[src/adc_timing_pkg.sv]
// Constants, register map and shared decoders for the conversion timing
// generator. Assumes a 20 MHz system clock and a plain register port.
package adc_timing_pkg;

	// ------------------------------------------------------------
	// Clock
	// ------------------------------------------------------------
	localparam int unsigned CLOCK_HZ = 20_000_000;

	// ------------------------------------------------------------
	// Register offsets (byte addresses, one word each)
	// ------------------------------------------------------------
	localparam logic [7:0] MODE_ADDR   = 8'h00;
	localparam logic [7:0] CONFIG_ADDR = 8'h04;
	localparam logic [7:0] STATUS_ADDR = 8'h08;

	// ------------------------------------------------------------
	// Mode register fields
	// ------------------------------------------------------------
	localparam int MODE_COMP_BIT  = 0;
	localparam int MODE_PWR_LSB   = 1;
	localparam int MODE_DIV_LSB   = 3;
	localparam int MODE_RUN_BIT   = 7;
	localparam logic [2:0] DIV_RESET = 3'h0;
	localparam logic [1:0] PWR_RESET = 2'h0;

	// ------------------------------------------------------------
	// Config register fields
	// ------------------------------------------------------------
	localparam int CFG_TRIG_LSB   = 0;
	localparam int CFG_SCAN_BIT   = 2;
	localparam int CFG_ONESHOT_BIT = 3;
	localparam int CFG_RES8_BIT   = 4;
	localparam logic [1:0] TRIG_HW_NOWAIT = 2'h2;
	localparam logic [1:0] TRIG_HW_WAIT   = 2'h3;
	localparam logic [1:0] TRIG_RESET     = 2'h0;

	// ------------------------------------------------------------
	// Status register fields
	// ------------------------------------------------------------
	localparam int STAT_START_BIT  = 0;
	localparam int STAT_STAB_BIT   = 1;
	localparam int STAT_SAMPLE_BIT = 2;
	localparam int STAT_CONV_BIT   = 3;
	localparam int STAT_WAIT_BIT   = 4;
	localparam int STAT_CHAN_LSB   = 5;
	localparam int STAT_RUN_BIT    = 7;

	// ------------------------------------------------------------
	// Power modes, conversion-clock cycle counts and the trigger-wait start delay in system clocks
	// ------------------------------------------------------------
	localparam logic [1:0] PWR_NORMAL_1 = 2'h0;
	localparam logic [1:0] PWR_NORMAL_2 = 2'h1;
	localparam logic [1:0] PWR_LOWV_1   = 2'h2;
	localparam logic [1:0] PWR_LOWV_2   = 2'h3;
	localparam logic [4:0] TOTAL_MODE1  = 5'h13;
	localparam logic [4:0] TOTAL_MODE2  = 5'h11;
	localparam logic [4:0] SAMPLE_MODE1 = 5'h07;
	localparam logic [4:0] SAMPLE_MODE2 = 5'h05;
	localparam logic [4:0] RES8_SHORTEN = 5'h02;
	localparam logic [4:0] STAB_NORMAL  = 5'h08;
	localparam logic [4:0] STAB_LOWV    = 5'h02;
	localparam logic [5:0] START_HW_WAIT = 6'h01;

	// Last count of the prescaler, i.e. division ratio minus one.
	function automatic logic [5:0] div_last(input logic [2:0] sel);
		case (sel)
			3'h0:    div_last = 6'h3f;
			3'h1:    div_last = 6'h1f;
			3'h2:    div_last = 6'h0f;
			3'h3:    div_last = 6'h07;
			3'h4:    div_last = 6'h05;
			3'h5:    div_last = 6'h04;
			3'h6:    div_last = 6'h03;
			default: div_last = 6'h01;
		endcase
	endfunction

	// Start delay in system clocks for software and no-wait triggers.
	function automatic logic [5:0] start_delay(input logic [2:0] sel);
		case (sel)
			3'h0:    start_delay = 6'h3f;
			3'h1:    start_delay = 6'h1f;
			3'h2:    start_delay = 6'h0f;
			3'h3:    start_delay = 6'h07;
			3'h4:    start_delay = 6'h05;
			3'h5:    start_delay = 6'h04;
			3'h6:    start_delay = 6'h03;
			default: start_delay = 6'h01;
		endcase
	endfunction

endpackage

[src/conv_clock_prescaler.sv]
// Conversion clock prescaler: emits a one-cycle enable every N system
// clocks. Assumes enable is low whenever the prescaler must restart.
`timescale 1ns/10ps
module conv_clock_prescaler #(
	parameter int CNT_W = 6
) (
	// Clock and reset
	input  wire logic             clock,
	input  wire logic             rst,
	// Control
	input  wire logic             enable,
	input  wire logic [2:0]       div_sel,
	// Conversion clock enable
	output logic                  tick
);

	typedef struct packed {
		logic [CNT_W-1:0] cnt;
	} presc_t;

	presc_t q;
	presc_t d;
	logic [CNT_W-1:0] last;

	initial begin
		if (CNT_W < 6)
			$error("prescaler counter too narrow for division by 64");
	end

	assign last = CNT_W'(adc_timing_pkg::div_last(div_sel));

	// ------------------------------------------------------------
	// Counter
	// ------------------------------------------------------------
	// single cycle tick
	always_comb begin
		d = q;
		tick = 1'b0;
		if (!enable) begin
			d.cnt = '0;
		end else if (q.cnt == last) begin
			d.cnt = '0;
			tick = 1'b1;
		end else begin
			d.cnt = q.cnt + CNT_W'(1);
		end
	end

	always_ff @(posedge clock) begin
		if (rst)
			q <= '0;
		else
			q <= d;
	end

endmodule

[src/adc_conversion_timing.sv]
// Timing generator for a successive-approximation converter: start delay,
// reference stabilization, sampling and conversion phases.
// Assumes triggers come from logic on the same clock, one cycle wide.
`timescale 1ns/10ps

module adc_conversion_timing #(
	parameter int SCAN_CHANNELS = 4
) (
	// Clock and reset
	input  wire logic        clock,
	input  wire logic        rst,
	// Register port
	input  wire logic [7:0]  address,
	input  wire logic [31:0] write_data,
	input  wire logic        write_strobe,
	input  wire logic        read_strobe,
	output logic      [31:0] read_data,
	// Hardware trigger
	input  wire logic        hw_trigger,
	// Converter timing outputs
	output logic             conv_clock_tick,
	output logic             comparator_on,
	output logic             stabilizing,
	output logic             sampling,
	output logic             converting,
	output logic             conversion_done,
	output logic      [1:0]  scan_channel
);

	initial begin
		if (SCAN_CHANNELS < 1 || SCAN_CHANNELS > 4)
			$error("scan channel count must be 1 to 4");
	end

	localparam logic [1:0] LAST_CHAN = 2'(SCAN_CHANNELS - 1);

	// ------------------------------------------------------------
	// State
	// ------------------------------------------------------------
	typedef enum logic [2:0] {
		ST_IDLE,
		ST_WAIT_TRIG,
		ST_START,
		ST_STAB,
		ST_SAMPLE,
		ST_CONVERT
	} phase_t;

	typedef struct packed {
		phase_t      st;
		logic        conversion_run;
		logic        comparator_enable;
		logic        clock_divide_select_msb;
		logic [1:0]  clock_divide_select_lsb;
		logic        power_mode_select_msb;
		logic        power_mode_select_lsb;
		logic [1:0]  trig_mode;
		logic        scan_mode;
		logic        one_shot;
		logic        res8;
		logic [5:0]  sys_cnt;
		logic [4:0]  fad_cnt;
		logic [1:0]  chan;
		logic        done;
		logic [31:0] rdata;
	} core_t;

	core_t q;
	core_t d;

	logic       tick;
	logic       presc_en;
	logic [2:0] div_sel;
	logic [1:0] pwr_mode;

	assign div_sel  = {q.clock_divide_select_msb, q.clock_divide_select_lsb};
	assign pwr_mode = {q.power_mode_select_msb, q.power_mode_select_lsb};
	assign presc_en = (q.st == ST_STAB) || (q.st == ST_SAMPLE) ||
	                  (q.st == ST_CONVERT);

	conv_clock_prescaler #(
		.CNT_W   (6)
	) u_presc (
		.clock   (clock),
		.rst     (rst),
		.enable  (presc_en),
		.div_sel (div_sel),
		.tick    (tick)
	);

	// ------------------------------------------------------------
	// Mode-dependent phase lengths
	// ------------------------------------------------------------
	logic       mode2;
	logic       lowv;
	logic       hw_wait;
	logic       hw_nowait;
	logic [4:0] samp_len;
	logic [4:0] conv_len;
	logic [4:0] stab_len;
	logic [5:0] delay_len;

	assign mode2 = (pwr_mode == adc_timing_pkg::PWR_NORMAL_2) ||
	               (pwr_mode == adc_timing_pkg::PWR_LOWV_2);
	assign lowv  = (pwr_mode == adc_timing_pkg::PWR_LOWV_1) ||
	               (pwr_mode == adc_timing_pkg::PWR_LOWV_2);

	assign hw_wait   = (q.trig_mode == adc_timing_pkg::TRIG_HW_WAIT);
	assign hw_nowait = (q.trig_mode == adc_timing_pkg::TRIG_HW_NOWAIT);

	assign samp_len = mode2 ? adc_timing_pkg::SAMPLE_MODE2
	                        : adc_timing_pkg::SAMPLE_MODE1;

	always_comb begin
		conv_len = (mode2 ? adc_timing_pkg::TOTAL_MODE2
		                  : adc_timing_pkg::TOTAL_MODE1) - samp_len;
		if (q.res8)
			conv_len = conv_len - adc_timing_pkg::RES8_SHORTEN;
	end

	assign stab_len = lowv ? adc_timing_pkg::STAB_LOWV
	                       : adc_timing_pkg::STAB_NORMAL;

	assign delay_len = hw_wait ? adc_timing_pkg::START_HW_WAIT
	                           : adc_timing_pkg::start_delay(div_sel);

	// ------------------------------------------------------------
	// Software access decode
	// ------------------------------------------------------------
	logic mode_wr;
	logic cfg_wr;
	logic wr_run;
	logic wr_comp;
	logic stopped;
	logic sw_start;
	logic sw_stop;
	logic trig_set;

	assign mode_wr = write_strobe && (address == adc_timing_pkg::MODE_ADDR);
	assign cfg_wr  = write_strobe && (address == adc_timing_pkg::CONFIG_ADDR);
	assign wr_run  = write_data[adc_timing_pkg::MODE_RUN_BIT];
	assign wr_comp = write_data[adc_timing_pkg::MODE_COMP_BIT];
	assign stopped = !q.conversion_run && !q.comparator_enable;

	// Run is taken only with the comparator already on; trigger-wait mode
	// sets run by hardware alone, so a software set there is dropped.
	assign sw_start = mode_wr && wr_run && !q.conversion_run &&
	                  q.comparator_enable && !hw_wait;
	assign sw_stop  = mode_wr && !wr_run;
	assign trig_set = (q.st == ST_IDLE) && hw_wait && hw_trigger &&
	                  q.comparator_enable && !q.conversion_run;

	// ------------------------------------------------------------
	// Next state
	// ------------------------------------------------------------
	always_comb begin
		d = q;
		d.done = 1'b0;
		d.rdata = '0;

		if (mode_wr && stopped) begin
			{d.clock_divide_select_msb, d.clock_divide_select_lsb} =
				write_data[adc_timing_pkg::MODE_DIV_LSB +: 3];
			{d.power_mode_select_msb, d.power_mode_select_lsb} =
				write_data[adc_timing_pkg::MODE_PWR_LSB +: 2];
		end
		if (mode_wr && !q.conversion_run)
			d.comparator_enable = wr_comp;
		if (cfg_wr && stopped) begin
			d.trig_mode = write_data[adc_timing_pkg::CFG_TRIG_LSB +: 2];
			d.scan_mode = write_data[adc_timing_pkg::CFG_SCAN_BIT];
			d.one_shot  = write_data[adc_timing_pkg::CFG_ONESHOT_BIT];
			d.res8      = write_data[adc_timing_pkg::CFG_RES8_BIT];
		end

		case (q.st)
			ST_IDLE: begin
				d.chan = 2'h0;
				d.sys_cnt = 6'h00;
				if (trig_set) begin
					d.conversion_run = 1'b1;
					d.st = ST_START;
				end else if (sw_start) begin
					d.conversion_run = 1'b1;
					d.st = hw_nowait ? ST_WAIT_TRIG : ST_START;
				end
			end
			ST_WAIT_TRIG: begin
				d.chan = 2'h0;
				d.sys_cnt = 6'h00;
				if (hw_trigger)
					d.st = ST_START;
			end
			ST_START: begin
				d.sys_cnt = q.sys_cnt + 6'h01;
				d.fad_cnt = 5'h00;
				if (q.sys_cnt == delay_len - 6'h01)
					d.st = hw_wait ? ST_STAB : ST_SAMPLE;
			end
			ST_STAB: begin
				if (tick) begin
					d.fad_cnt = q.fad_cnt + 5'h01;
					if (q.fad_cnt == stab_len - 5'h01) begin
						d.fad_cnt = 5'h00;
						d.st = ST_SAMPLE;
					end
				end
			end
			ST_SAMPLE: begin
				if (tick) begin
					d.fad_cnt = q.fad_cnt + 5'h01;
					if (q.fad_cnt == samp_len - 5'h01) begin
						d.fad_cnt = 5'h00;
						d.st = ST_CONVERT;
					end
				end
			end
			ST_CONVERT: begin
				if (tick) begin
					d.fad_cnt = q.fad_cnt + 5'h01;
					if (q.fad_cnt == conv_len - 5'h01) begin
						d.fad_cnt = 5'h00;
						d.done = 1'b1;
						if (q.scan_mode && q.chan != LAST_CHAN) begin
							d.chan = q.chan + 2'h1;
							d.st = ST_SAMPLE;
						end else begin
							d.chan = 2'h0;
							if (!q.one_shot) begin
								d.st = ST_SAMPLE;
							end else if (hw_nowait) begin
								d.st = ST_WAIT_TRIG;
							end else begin
								d.conversion_run = 1'b0;
								d.st = ST_IDLE;
							end
						end
					end
				end
			end
			default: begin
				d.st = ST_IDLE;
				d.conversion_run = 1'b0;
			end
		endcase

		// A trigger that sets run beats a software clear in the same cycle.
		if (sw_stop && !trig_set) begin
			d.conversion_run = 1'b0;
			d.st = ST_IDLE;
			d.fad_cnt = 5'h00;
		end

		// ------------------------------------------------------------
		// Read data, valid in the cycle after the strobe
		// ------------------------------------------------------------
		if (read_strobe) begin
			case (address)
				adc_timing_pkg::MODE_ADDR: begin
					d.rdata[adc_timing_pkg::MODE_COMP_BIT] =
						q.comparator_enable;
					d.rdata[adc_timing_pkg::MODE_PWR_LSB +: 2] = pwr_mode;
					d.rdata[adc_timing_pkg::MODE_DIV_LSB +: 3] = div_sel;
					d.rdata[adc_timing_pkg::MODE_RUN_BIT] = q.conversion_run;
				end
				adc_timing_pkg::CONFIG_ADDR: begin
					d.rdata[adc_timing_pkg::CFG_TRIG_LSB +: 2] = q.trig_mode;
					d.rdata[adc_timing_pkg::CFG_SCAN_BIT] = q.scan_mode;
					d.rdata[adc_timing_pkg::CFG_ONESHOT_BIT] = q.one_shot;
					d.rdata[adc_timing_pkg::CFG_RES8_BIT] = q.res8;
				end
				adc_timing_pkg::STATUS_ADDR: begin
					d.rdata[adc_timing_pkg::STAT_START_BIT] =
						(q.st == ST_START);
					d.rdata[adc_timing_pkg::STAT_STAB_BIT] =
						(q.st == ST_STAB);
					d.rdata[adc_timing_pkg::STAT_SAMPLE_BIT] =
						(q.st == ST_SAMPLE);
					d.rdata[adc_timing_pkg::STAT_CONV_BIT] =
						(q.st == ST_CONVERT);
					d.rdata[adc_timing_pkg::STAT_WAIT_BIT] =
						(q.st == ST_WAIT_TRIG);
					d.rdata[adc_timing_pkg::STAT_CHAN_LSB +: 2] = q.chan;
					d.rdata[adc_timing_pkg::STAT_RUN_BIT] = q.conversion_run;
				end
				default: d.rdata = '0;
			endcase
		end
	end

	// ------------------------------------------------------------
	// Registers
	// ------------------------------------------------------------
	always_ff @(posedge clock) begin
		if (rst) begin
			q <= '0;
			q.st <= ST_IDLE;
			{q.clock_divide_select_msb, q.clock_divide_select_lsb} <=
				adc_timing_pkg::DIV_RESET;
			{q.power_mode_select_msb, q.power_mode_select_lsb} <=
				adc_timing_pkg::PWR_RESET;
			q.trig_mode <= adc_timing_pkg::TRIG_RESET;
		end else begin
			q <= d;
		end
	end

	// ------------------------------------------------------------
	// Outputs
	// ------------------------------------------------------------
	assign read_data       = q.rdata;
	assign conv_clock_tick = tick;
	assign comparator_on   = q.comparator_enable;
	assign stabilizing     = (q.st == ST_STAB);
	assign sampling        = (q.st == ST_SAMPLE);
	assign converting      = (q.st == ST_CONVERT);
	assign conversion_done = q.done;
	assign scan_channel    = q.chan;

endmodule

[config.mk]
export PLATFORM = sky130hd
export DESIGN_NAME = adc_conversion_timing
export DESIGN_NICKNAME = d
export VERILOG_FILES = /design/src/adc_timing_pkg.sv /design/src/conv_clock_prescaler.sv /design/src/adc_conversion_timing.sv
export SDC_FILE = /design/constraint.sdc
export NUM_CORES = 1
export LEC_CHECK = 0
export BUFFER_PORTS_ARGS = -buffer_cell sky130_fd_sc_hd__clkbuf_2
export CORE_MARGIN = 5
export CORE_UTILIZATION = 52
export DETAILED_ROUTE_END_ITERATION = 6
export HOLD_SLACK_MARGIN = 0.1
export MAX_ROUTING_LAYER = met4
export PLACE_DENSITY = 0.85
export SLEW_MARGIN = 20
export SYNTH_ARGS = -nofsm -noshare
export SYNTH_HDL_FRONTEND = slang
export SYNTH_SLANG_ARGS = --single-unit
[constraint.sdc]
create_clock -name clock -period 2.8 [get_ports clock]
set_input_delay 0.28 -clock clock [delete_from_list [all_inputs] [get_ports clock]]
set_output_delay 0.28 -clock clock [all_outputs]
set_load 0.01 [all_outputs]
==> impl_metrics.yaml, run 1 <==
floorplan:
  pin_count: 85
  die_h_um: 84.1
  die_width_um: 84.1
  start_util_pct: 52.8
  die_outline_area_um2: 7060
  placement_rows: 27
  core_area_um2: 5410
synthesis:
  netlist_instances: 353
  share_of_synthesized_flip_flops_with_an_asynchronous_set_or_reset_pct: 0
  yosys_warnings: 0
  synth.yosys.seq_area_share_pct: 30.2
  yosys_register_bits: 43
  yosysUniqueCellTypes: 67
  ys_dominant_reg_cell: "dfxtp_1"
  synth_edf_count: 0
  syn_area_um2: 2850
  syn_area_per_cell_um2: 8.08
setup_path:
  kind_of_cell_adding_the_most_delay_to_the_critical_path: "simple AND/OR/NAND/NOR gates"
  cp-end-kind: "output port"
  timing.critical_path.from_type: "register"
  rr_endpoint: "q[58]"
  highest_delay_cell_along_the_critical_path: "dfxtp_1"
  max_stage_delay_ps: 600
  crit_arrival_ps: 2340
  crit-reg2reg-launch: "div_sel[1]"
  critical_path.max_fanout: 13
  critPathRequiredTime_ps: 2520
  cp.buffers_inverters: 2
  timing_worst_setup_path_type: "register to output port"
  critical_path.startpoint: "div_sel[0]"
  worst-path-stages: 7
  ff2ff_setup_slack_ps: 350
  r2r.worst_path.cells: 11
  worstPathCellList: "or2b_1 > o221ai_2 > a221o_1 > and3_1 > nand2_1 > inv_1 > clkbuf_2"
  worst_setup_path_endpoint: "conv_clock_tick"
power_and_ir_drop:
  worst_ir_drop_on_vdd_mv: 0.326
  leak_pwr_uw: 0.00118
  p_per_area_nw_per_um2: 562
clock_network:
  htree_levels: 2
  numCtsBuffers: 5
  clockBufferDepth: 2
  cts-root-buf: "clkbuf_8"
  path_clk_slew_ps: 90
  cts.sinks: 43
  cts_tree: "done"
  insertion_delay_ps: 300
sta:
  timing.final.crit_share_pct: 93.4
  final-setup-viol-count: 0
  totalNegativeSetupSlack_ps: 0
  post-route-min-period_ps: 2620
  timing_worst_slew_pin_value_ps: 664
  max_freq_mhz: 382
  drv_slew: 0
  maxSlewHeadroom_pct: 55.6
  hold_viol_final: 0
  fin_worst_skew_ps: 5.50
  rsz0062_at_grt: "false"
grt:
  first_global_vias: 2325
  grt_antenna_before_repair: 0
  grt_start_max_net_pins: 24
  total_routing_usage_gr_pct: 18.4
  grt_first_pass_wirelength_um: 10600
  globalRoute.totalOverflow: 0
final_layout:
  design.final.nets: 420
  final_design_area_no_fill_um2: 2960
  mostFrequentLayoutCells: "nor2_1 (46), dfxtp_1 (42), clkbuf_2 (35)"
  share_of_layout_cells_above_drive_strength_1_pct: 16.7
  antenna_cells_inserted: 0
  fillerInstances: 508
  area_growth_syn_to_layout_pct: 3.73
  layout.cells.most_common: "nor2_1"
route:
  drt_first_iter_violations: 183
  wirelength_um: 6470
  drt-wirelength-per-cell_um: 14.6
  via_count: 2488
  via_per_inst: 5.62
  route.detailed.drc: 0
  dr.pass1.iters: 5
  final_antenna_net_count: 0
hold_path:
  hold_class: "input pin to register"
run:
  timing.max_cap.violations: 0
placed_design:
  dpl-instance-area_um2: 2870
  portBuffers: 35
  finalWeightedCongestion: 0.988
  detailedPlacementHpwl_um: 5010
status:
  status: "completed"
-- synthesized netlist by cell type, types with 6 or more instances --
master | instances | area (um2)
nor2_1 | 46 | 173
o21ai_0 | 8 | 40.0
dfxtp_1 | 43 | 861
nor3_1 | 8 | 40.0
xnor2_1 | 9 | 78.8
nand2_1 | 27 | 101
buf_2 | 7 | 35.0
clkbuf_1 | 6 | 22.5
nand3_1 | 10 | 50.1
mux2i_1 | 17 | 170
buf_4 | 36 | 270
a21oi_1 | 24 | 120
inv_1 | 15 | 56.3
-- layout make-up --
| type | count | area, um2 | area share (%) |
|---|---|---|---|
| Clock buffer | 6 | 72.6 | 2.45 |
| Clock inverter | 2 | 12.5 | 0.423 |
| Inverter | 16 | 60.1 | 2.03 |
| Multi-Input combinational cell | 265 | 1660 | 56.0 |
| Sequential cell | 43 | 862 | 29.1 |
| Tap cell | 72 | 90.1 | 3.05 |
| Timing Repair Buffer | 39 | 205 | 6.94 |
-- power by group --
part	leakage [uW]	internal, uW	switching, uW
Sequential	0.000348	641	28.4
Clock	0.0000412	175	219
Combinational	0.000788	218	383
Total	0.00118	1030	630
-- how the worst min path moves through the flow --
stage	from	to	slack, ps	depth (start not counted)
final	write_data[2]	q[48]	240	3
after global routing	write_data[0]	comparator_on	260	3
after CTS	write_data[1]	q[50]	230	3
after detailed placement	u_presc.q[0]	u_presc.q[0]	480	1
after global placement	u_presc.q[0]	u_presc.q[0]	460	1
after floorplan	write_data[1]	q[50]	420	2
-- worst reg2reg max path, cell delays in order (launching register included) --
cell and delay, ps:
dfxtp_1 540, inv_1 190, o21ai_0 210, nand2_1 80, ha_1 210, xnor2_1 170, xnor2_1 140, nand3_1 80
o21ai_0 190, o2111a_2 270, a21oi_1 90, a211oi_2 220
-- registers in the layout, indices dropped and copies added, names as in the netlist --
name,flops
q,20
read_data,8
u_presc.q,6
div_sel,3
pwr_mode,2
scan_channel,2
comparator_on,1
conversion_done,1
-- cell families after synthesis --
logic type	after synthesis	synth area share (%)
XOR/XNOR	14	4.30
adder cells (fa/ha/maj)	5	2.19
buffers and inverters	68	14.8
other	1	0.132
flip-flops	43	30.2
AND/OR/NAND/NOR	132	24.1
AO/OA/AOI/OAI	72	17.9
multiplexers	18	6.36
-- per-stage QoR --
step                      power, uW  utilization (%)  setup WS [ps]  hold WS [ps]  std cells
after floorplan                1140                -            742           419        376
final                          1660             54.7            184           238        443
after global routing           1760             54.7           26.6           261        443
after detailed placement       1270             53.1            317           477        435
after CTS                      1660             54.7           51.3           234        443
after global placement         1260             53.1            376           462        435
-- per-layer routing --
layer  GRT usage (%)  wire (um)  part of all wire (%)
met1            21.8       2680                    41
met2            30.1       3090                    48
met3            3.06        511                   7.9
met4            9.06        185                   2.9
met5               -          0                     0
-- what timing repair did --
action	4_1_cts	5_1_grt
setup buffers	0	0
resized for setup	0	1
hold buffers	0	0
setup endpoints to repair	0	1
Note: power is estimated with default switching activity, not from simulation.
==> run 2, diff against run 1 <==
--- a/config.mk
+++ b/config.mk
@@ -6,6 +6,7 @@
 export NUM_CORES = 1
 export LEC_CHECK = 0
 export BUFFER_PORTS_ARGS = -buffer_cell sky130_fd_sc_hd__clkbuf_2
+export CORE_ASPECT_RATIO = 1.4
 export CORE_MARGIN = 5
 export CORE_UTILIZATION = 52
 export DETAILED_ROUTE_END_ITERATION = 6
==> impl_metrics.yaml, run 2 (synthesis gave the netlist of run 1 again) <==
placed_design:
  portBuffers: 35
  place_worst_setup_slack_ps: 266
  finalWeightedCongestion: 0.948
  dpl-instance-area_um2: 2870
  detailedPlacementHpwl_um: 5310
grt:
  grt_antenna_before_repair: 0
  total_routing_usage_gr_pct: 20.4
  first_global_vias: 2420
  grt_first_pass_wirelength_um: 11400
  globalRoute.totalOverflow: 0
  grt_start_max_net_pins: 23
final_layout:
  regMostFlops: "q"
  layout.cells.most_common: "nor2_1"
  design.final.nets: 421
  area_growth_syn_to_layout_pct: 4.61
  share_of_layout_cells_above_drive_strength_1_pct: 17.3
  mostFrequentLayoutCells: "nor2_1 (46), dfxtp_1 (42), clkbuf_2 (35)"
  final_design_area_no_fill_um2: 2980
  antenna_cells_inserted: 0
  flip_flop_count_of_the_largest_register_all_copies_and_words_added: 20
  layout.core_utilization_pct: 55.2
  fillerInstances: 512
power_and_ir_drop:
  clock_power_share_pct: 27.4
  p_sw_share_pct: 35.9
  p_per_area_nw_per_um2: 583
  leak_pwr_uw: 0.00119
  netSwitchingPower_uw: 624
  seq_power_share_pct: 39.3
  internal_power_uw: 1110
  proportion_of_power_drawn_by_combinational_gates_pct: 33.3
  worst_ir_drop_on_vdd_mv: 0.286
clock_network:
  cts_post_setup_buffers_inserted: 0
  insertion_delay_ps: 300
  cts_tree: "done"
  cts-root-buf: "clkbuf_8"
  numCtsBuffers: 5
  htree_levels: 2
  cts.sinks: 43
  clockBufferDepth: 2
  path_clk_slew_ps: 90
route:
  drt-wirelength-per-cell_um: 15.5
  route.detailed.drc: 0
  wirelength_um: 6790
  via_count: 2475
  final_antenna_net_count: 0
  via_per_inst: 5.64
  drt_first_iter_violations: 194
  dr.pass1.iters: 4
floorplan:
  core_area_um2: 5410
  pin_count: 85
  die_h_um: 97.6
  placement_rows: 32
  die_width_um: 72.6
  start_util_pct: 52.8
  die_outline_area_um2: 7090
sta:
  timing.final.crit_share_pct: 89.2
  fin_worst_skew_ps: 10.4
  max_freq_mhz: 400
  maxSlewHeadroom_pct: 57.3
  totalNegativeSetupSlack_ps: 0
  setup_slack_ps: 303
  timing_worst_slew_pin_value_ps: 637
  drv_slew: 0
  post-route-min-period_ps: 2500
  hold_ws_ps: 226
  hold_viol_final: 0
  rsz0062_at_grt: "false"
  final-setup-viol-count: 0
setup_path:
  ff2ff_setup_slack_ps: 300
  crit_arrival_ps: 2720
  critical_path.max_fanout: 11
  critPathRequiredTime_ps: 3020
  timing_worst_setup_path_type: "register to register"
  timing.critical_path.from_type: "register"
  cp-end-kind: "register"
hold_path:
  hold_class: "input pin to register"
status:
  status: "completed"
run:
  timing.max_cap.violations: 0
==> run 2: path summary, 6_finish.rpt <==
check,start,to,cells past startpoint
min reg2reg,u_presc.q[0],u_presc.q[0],1
min,write_data[5],div_sel[2],3
max,div_sel[1],q[60],11
max reg2reg,div_sel[1],q[60],11
==> run 2: timing repair <==
action	CTS	global route
resized for setup	1	1
pin swaps	0	0
setup endpoints to repair	1	1
hold buffers	0	0
==> run 2: worst max-delay path, cell delays in order (launching register included) <==
cell	delay, ps
dfxtp_1	550
inv_1	180
o21ai_0	220
nand2_1	80
ha_1	200
xnor2_1	160
xnor2_1	130
nand3_1	80
o21ai_0	220
o2111a_2	280
a21oi_1	90
a211oi_2	230
==> run 2: power groups by stage <==
stage               logic (uW)  registers, uW  clock network, uW
finish                     579            682                476
floorplan                  466            674                  0
CTS                        571            682                489
detailed placement         568            696                  0
global placement           558            693                  0
global route               639            685                514
==> run 2: through the flow <==
step,power [uW],std cells
finish,1740,439
global route,1840,439
CTS,1740,439
detailed placement,1260,432
global placement,1250,432
floorplan,1140,376
==> run 2: area by class of cell <==
cell class	instances	area [um2]	area share, %
Sequential cell	43	862	28.9
Inverter	16	60.1	2.01
Multi-Input combinational cell	265	1660	55.5
Timing Repair Buffer	40	213	7.13
Clock inverter	2	37.5	1.26
Tap cell	68	85.1	2.85
Clock buffer	5	68.8	2.31
==> run 2: per-layer routing <==
layer | vias to the layer above | routed length, um | global-route usage [%] | part of all wire, %
met5 | - | 0 | - | 0
met4 | 0 | 215 | 8.95 | 3.2
met3 | 17 | 434 | 3.42 | 6.4
met2 | 83 | 3550 | 34.8 | 52
met1 | 1164 | 2590 | 22.8 | 38
li1 | 1211 | - | - | -
==> run 3, diff against run 2 <==
--- a/config.mk
+++ b/config.mk
@@ -7,12 +7,12 @@
 export LEC_CHECK = 0
 export BUFFER_PORTS_ARGS = -buffer_cell sky130_fd_sc_hd__clkbuf_2
 export CORE_ASPECT_RATIO = 1.4
-export CORE_MARGIN = 5
+export CORE_MARGIN = 10
 export CORE_UTILIZATION = 52
 export DETAILED_ROUTE_END_ITERATION = 6
 export HOLD_SLACK_MARGIN = 0.1
 export MAX_ROUTING_LAYER = met4
-export PLACE_DENSITY = 0.85
+export PLACE_DENSITY = 0.8
 export SLEW_MARGIN = 20
 export SYNTH_ARGS = -nofsm -noshare
 export SYNTH_HDL_FRONTEND = slang
==> impl_metrics.yaml, run 3 (synthesis gave the netlist of run 1 again) <==
status:
  status: "completed"
clock_network:
  numCtsBuffers: 5
  holdBufCountCts: 0
  cts.sinks: 43
  insertion_delay_ps: 300
  path_clk_slew_ps: 80
  cts_tree: "done"
  clockBufferDepth: 2
  htree_levels: 2
  cts-root-buf: "clkbuf_8"
setup_path:
  max_stage_delay_ps: 620
  cp-end-kind: "output port"
  worstPathCellList: "or2b_1 > o221ai_2 > a221o_1 > and3_1 > nand2_1 > inv_1 > clkbuf_2"
  critical_path.max_fanout: 13
  timing_worst_setup_path_type: "register to output port"
  highest_delay_cell_along_the_critical_path: "dfxtp_1"
  critPathRequiredTime_ps: 2520
  ff2ff_setup_slack_ps: 430
  crit_arrival_ps: 2360
  timing.critical_path.from_type: "register"
  kind_of_cell_adding_the_most_delay_to_the_critical_path: "simple AND/OR/NAND/NOR gates"
  cp.buffers_inverters: 2
sta:
  rsz0062_at_grt: "false"
  final-setup-viol-count: 0
  timing_worst_slew_pin_value_ps: 639
  hold_ws_ps: 213
  hold_viol_final: 0
  totalNegativeSetupSlack_ps: 0
  maxSlewHeadroom_pct: 57.2
  max_freq_mhz: 379
  drv_slew: 0
  fin_worst_skew_ps: 9.97
  timing.final.crit_share_pct: 94.3
  post-route-min-period_ps: 2640
route:
  drt_first_iter_violations: 228
  wirelength_um: 6750
  dr.pass1.iters: 4
  via_count: 2464
  final_antenna_net_count: 0
  route.detailed.drc: 0
  via_per_inst: 5.64
  drt-wirelength-per-cell_um: 15.5
power_and_ir_drop:
  p_per_area_nw_per_um2: 596
  leak_pwr_uw: 0.00120
  worst_ir_drop_on_vdd_mv: 0.241
  post-layout-total-power_uw: 1780
final_layout:
  regMostFlops: "q"
  share_of_layout_cells_above_drive_strength_1_pct: 17.0
  flip_flop_count_of_the_largest_register_all_copies_and_words_added: 20
  layout.cells.most_common: "nor2_1"
  antenna_cells_inserted: 0
  design.final.nets: 420
  mostFrequentLayoutCells: "nor2_1 (46), dfxtp_1 (42), clkbuf_2 (35)"
  area_growth_syn_to_layout_pct: 4.74
grt:
  total_routing_usage_gr_pct: 15.8
  grt_start_max_net_pins: 24
  globalRoute.totalOverflow: 0
  first_global_vias: 2396
  grt_first_pass_wirelength_um: 11100
  grt_antenna_before_repair: 0
run:
  timing.max_cap.violations: 0
floorplan:
  placement_rows: 31
  core_area_um2: 5240
  die_h_um: 108
  die_outline_area_um2: 8890
  start_util_pct: 54.5
  pin_count: 85
  die_width_um: 82.6
hold_path:
  hold_class: "input pin to register"
placed_design:
  detailedPlacementHpwl_um: 5360
  finalWeightedCongestion: 0.935
  portBuffers: 35
## run 3: timing repair
action / in CTS / in global routing
endpoints found under the setup margin: 0 / 1
buffers inserted: 0 / 0
resized for setup: 0 / 1
## run 3: final cells by class
type                    instances  area (um2)
fillers                       494        2250
clock inverters                 2        38.8
clock buffers                   6        82.6
repair buffers                 39         205
flip-flops and latches         43         862
well taps                      66        82.6
inverters                      16        60.1
multi-input cells             265        1660
## run 3: power breakdown
group | switching (uW) | leakage [uW] | total [uW] | internal (uW)
Clock | 231 | 0.0000618 | 524 | 294
Combinational | 365 | 0.000788 | 576 | 211
Sequential | 39.1 | 0.000348 | 680 | 641
Total | 635 | 0.00120 | 1780 | 1150
## run 3: path summary, 6_finish.rpt
check                start               to  cells past startpoint
max             div_sel[0]  conv_clock_tick                      7
min          write_data[5]       div_sel[2]                      3
max reg2reg     div_sel[0]            q[60]                      7
min reg2reg   u_presc.q[0]     u_presc.q[0]                      1
## run 3: stage by stage
stage          util [%]  worst slack, ps  instances  area [um2]
6_report           57.0              158        437        2990
3_5_place_dp       54.7              354        429        2860
4_1_cts            57.0             34.6        437        2990
2_1_floorplan         -              742        376        2940
3_3_place_gp       54.7              406        429        2860
5_1_grt            57.0             6.82        437        2990
## run 3: worst register-to-register path: stages, from the launching register on
cell and delay, ps:
dfxtp_1 620, or2b_1 310, o221ai_2 150, a221o_1 220, and3_1 400, o2111a_2 310, a21oi_1 80, a211oi_2 220
## run 3: metal layers
| layer | global-route usage [%] | vias to the layer above | share of wire, % |
|---|---|---|---|
| met4 | 7.07 | 0 | 3.3 |
| met2 | 27.6 | 75 | 50 |
| met1 | 16.8 | 1153 | 39 |
| met3 | 2.51 | 22 | 7.9 |
| li1 | - | 1214 | - |
| met5 | - | - | 0 |
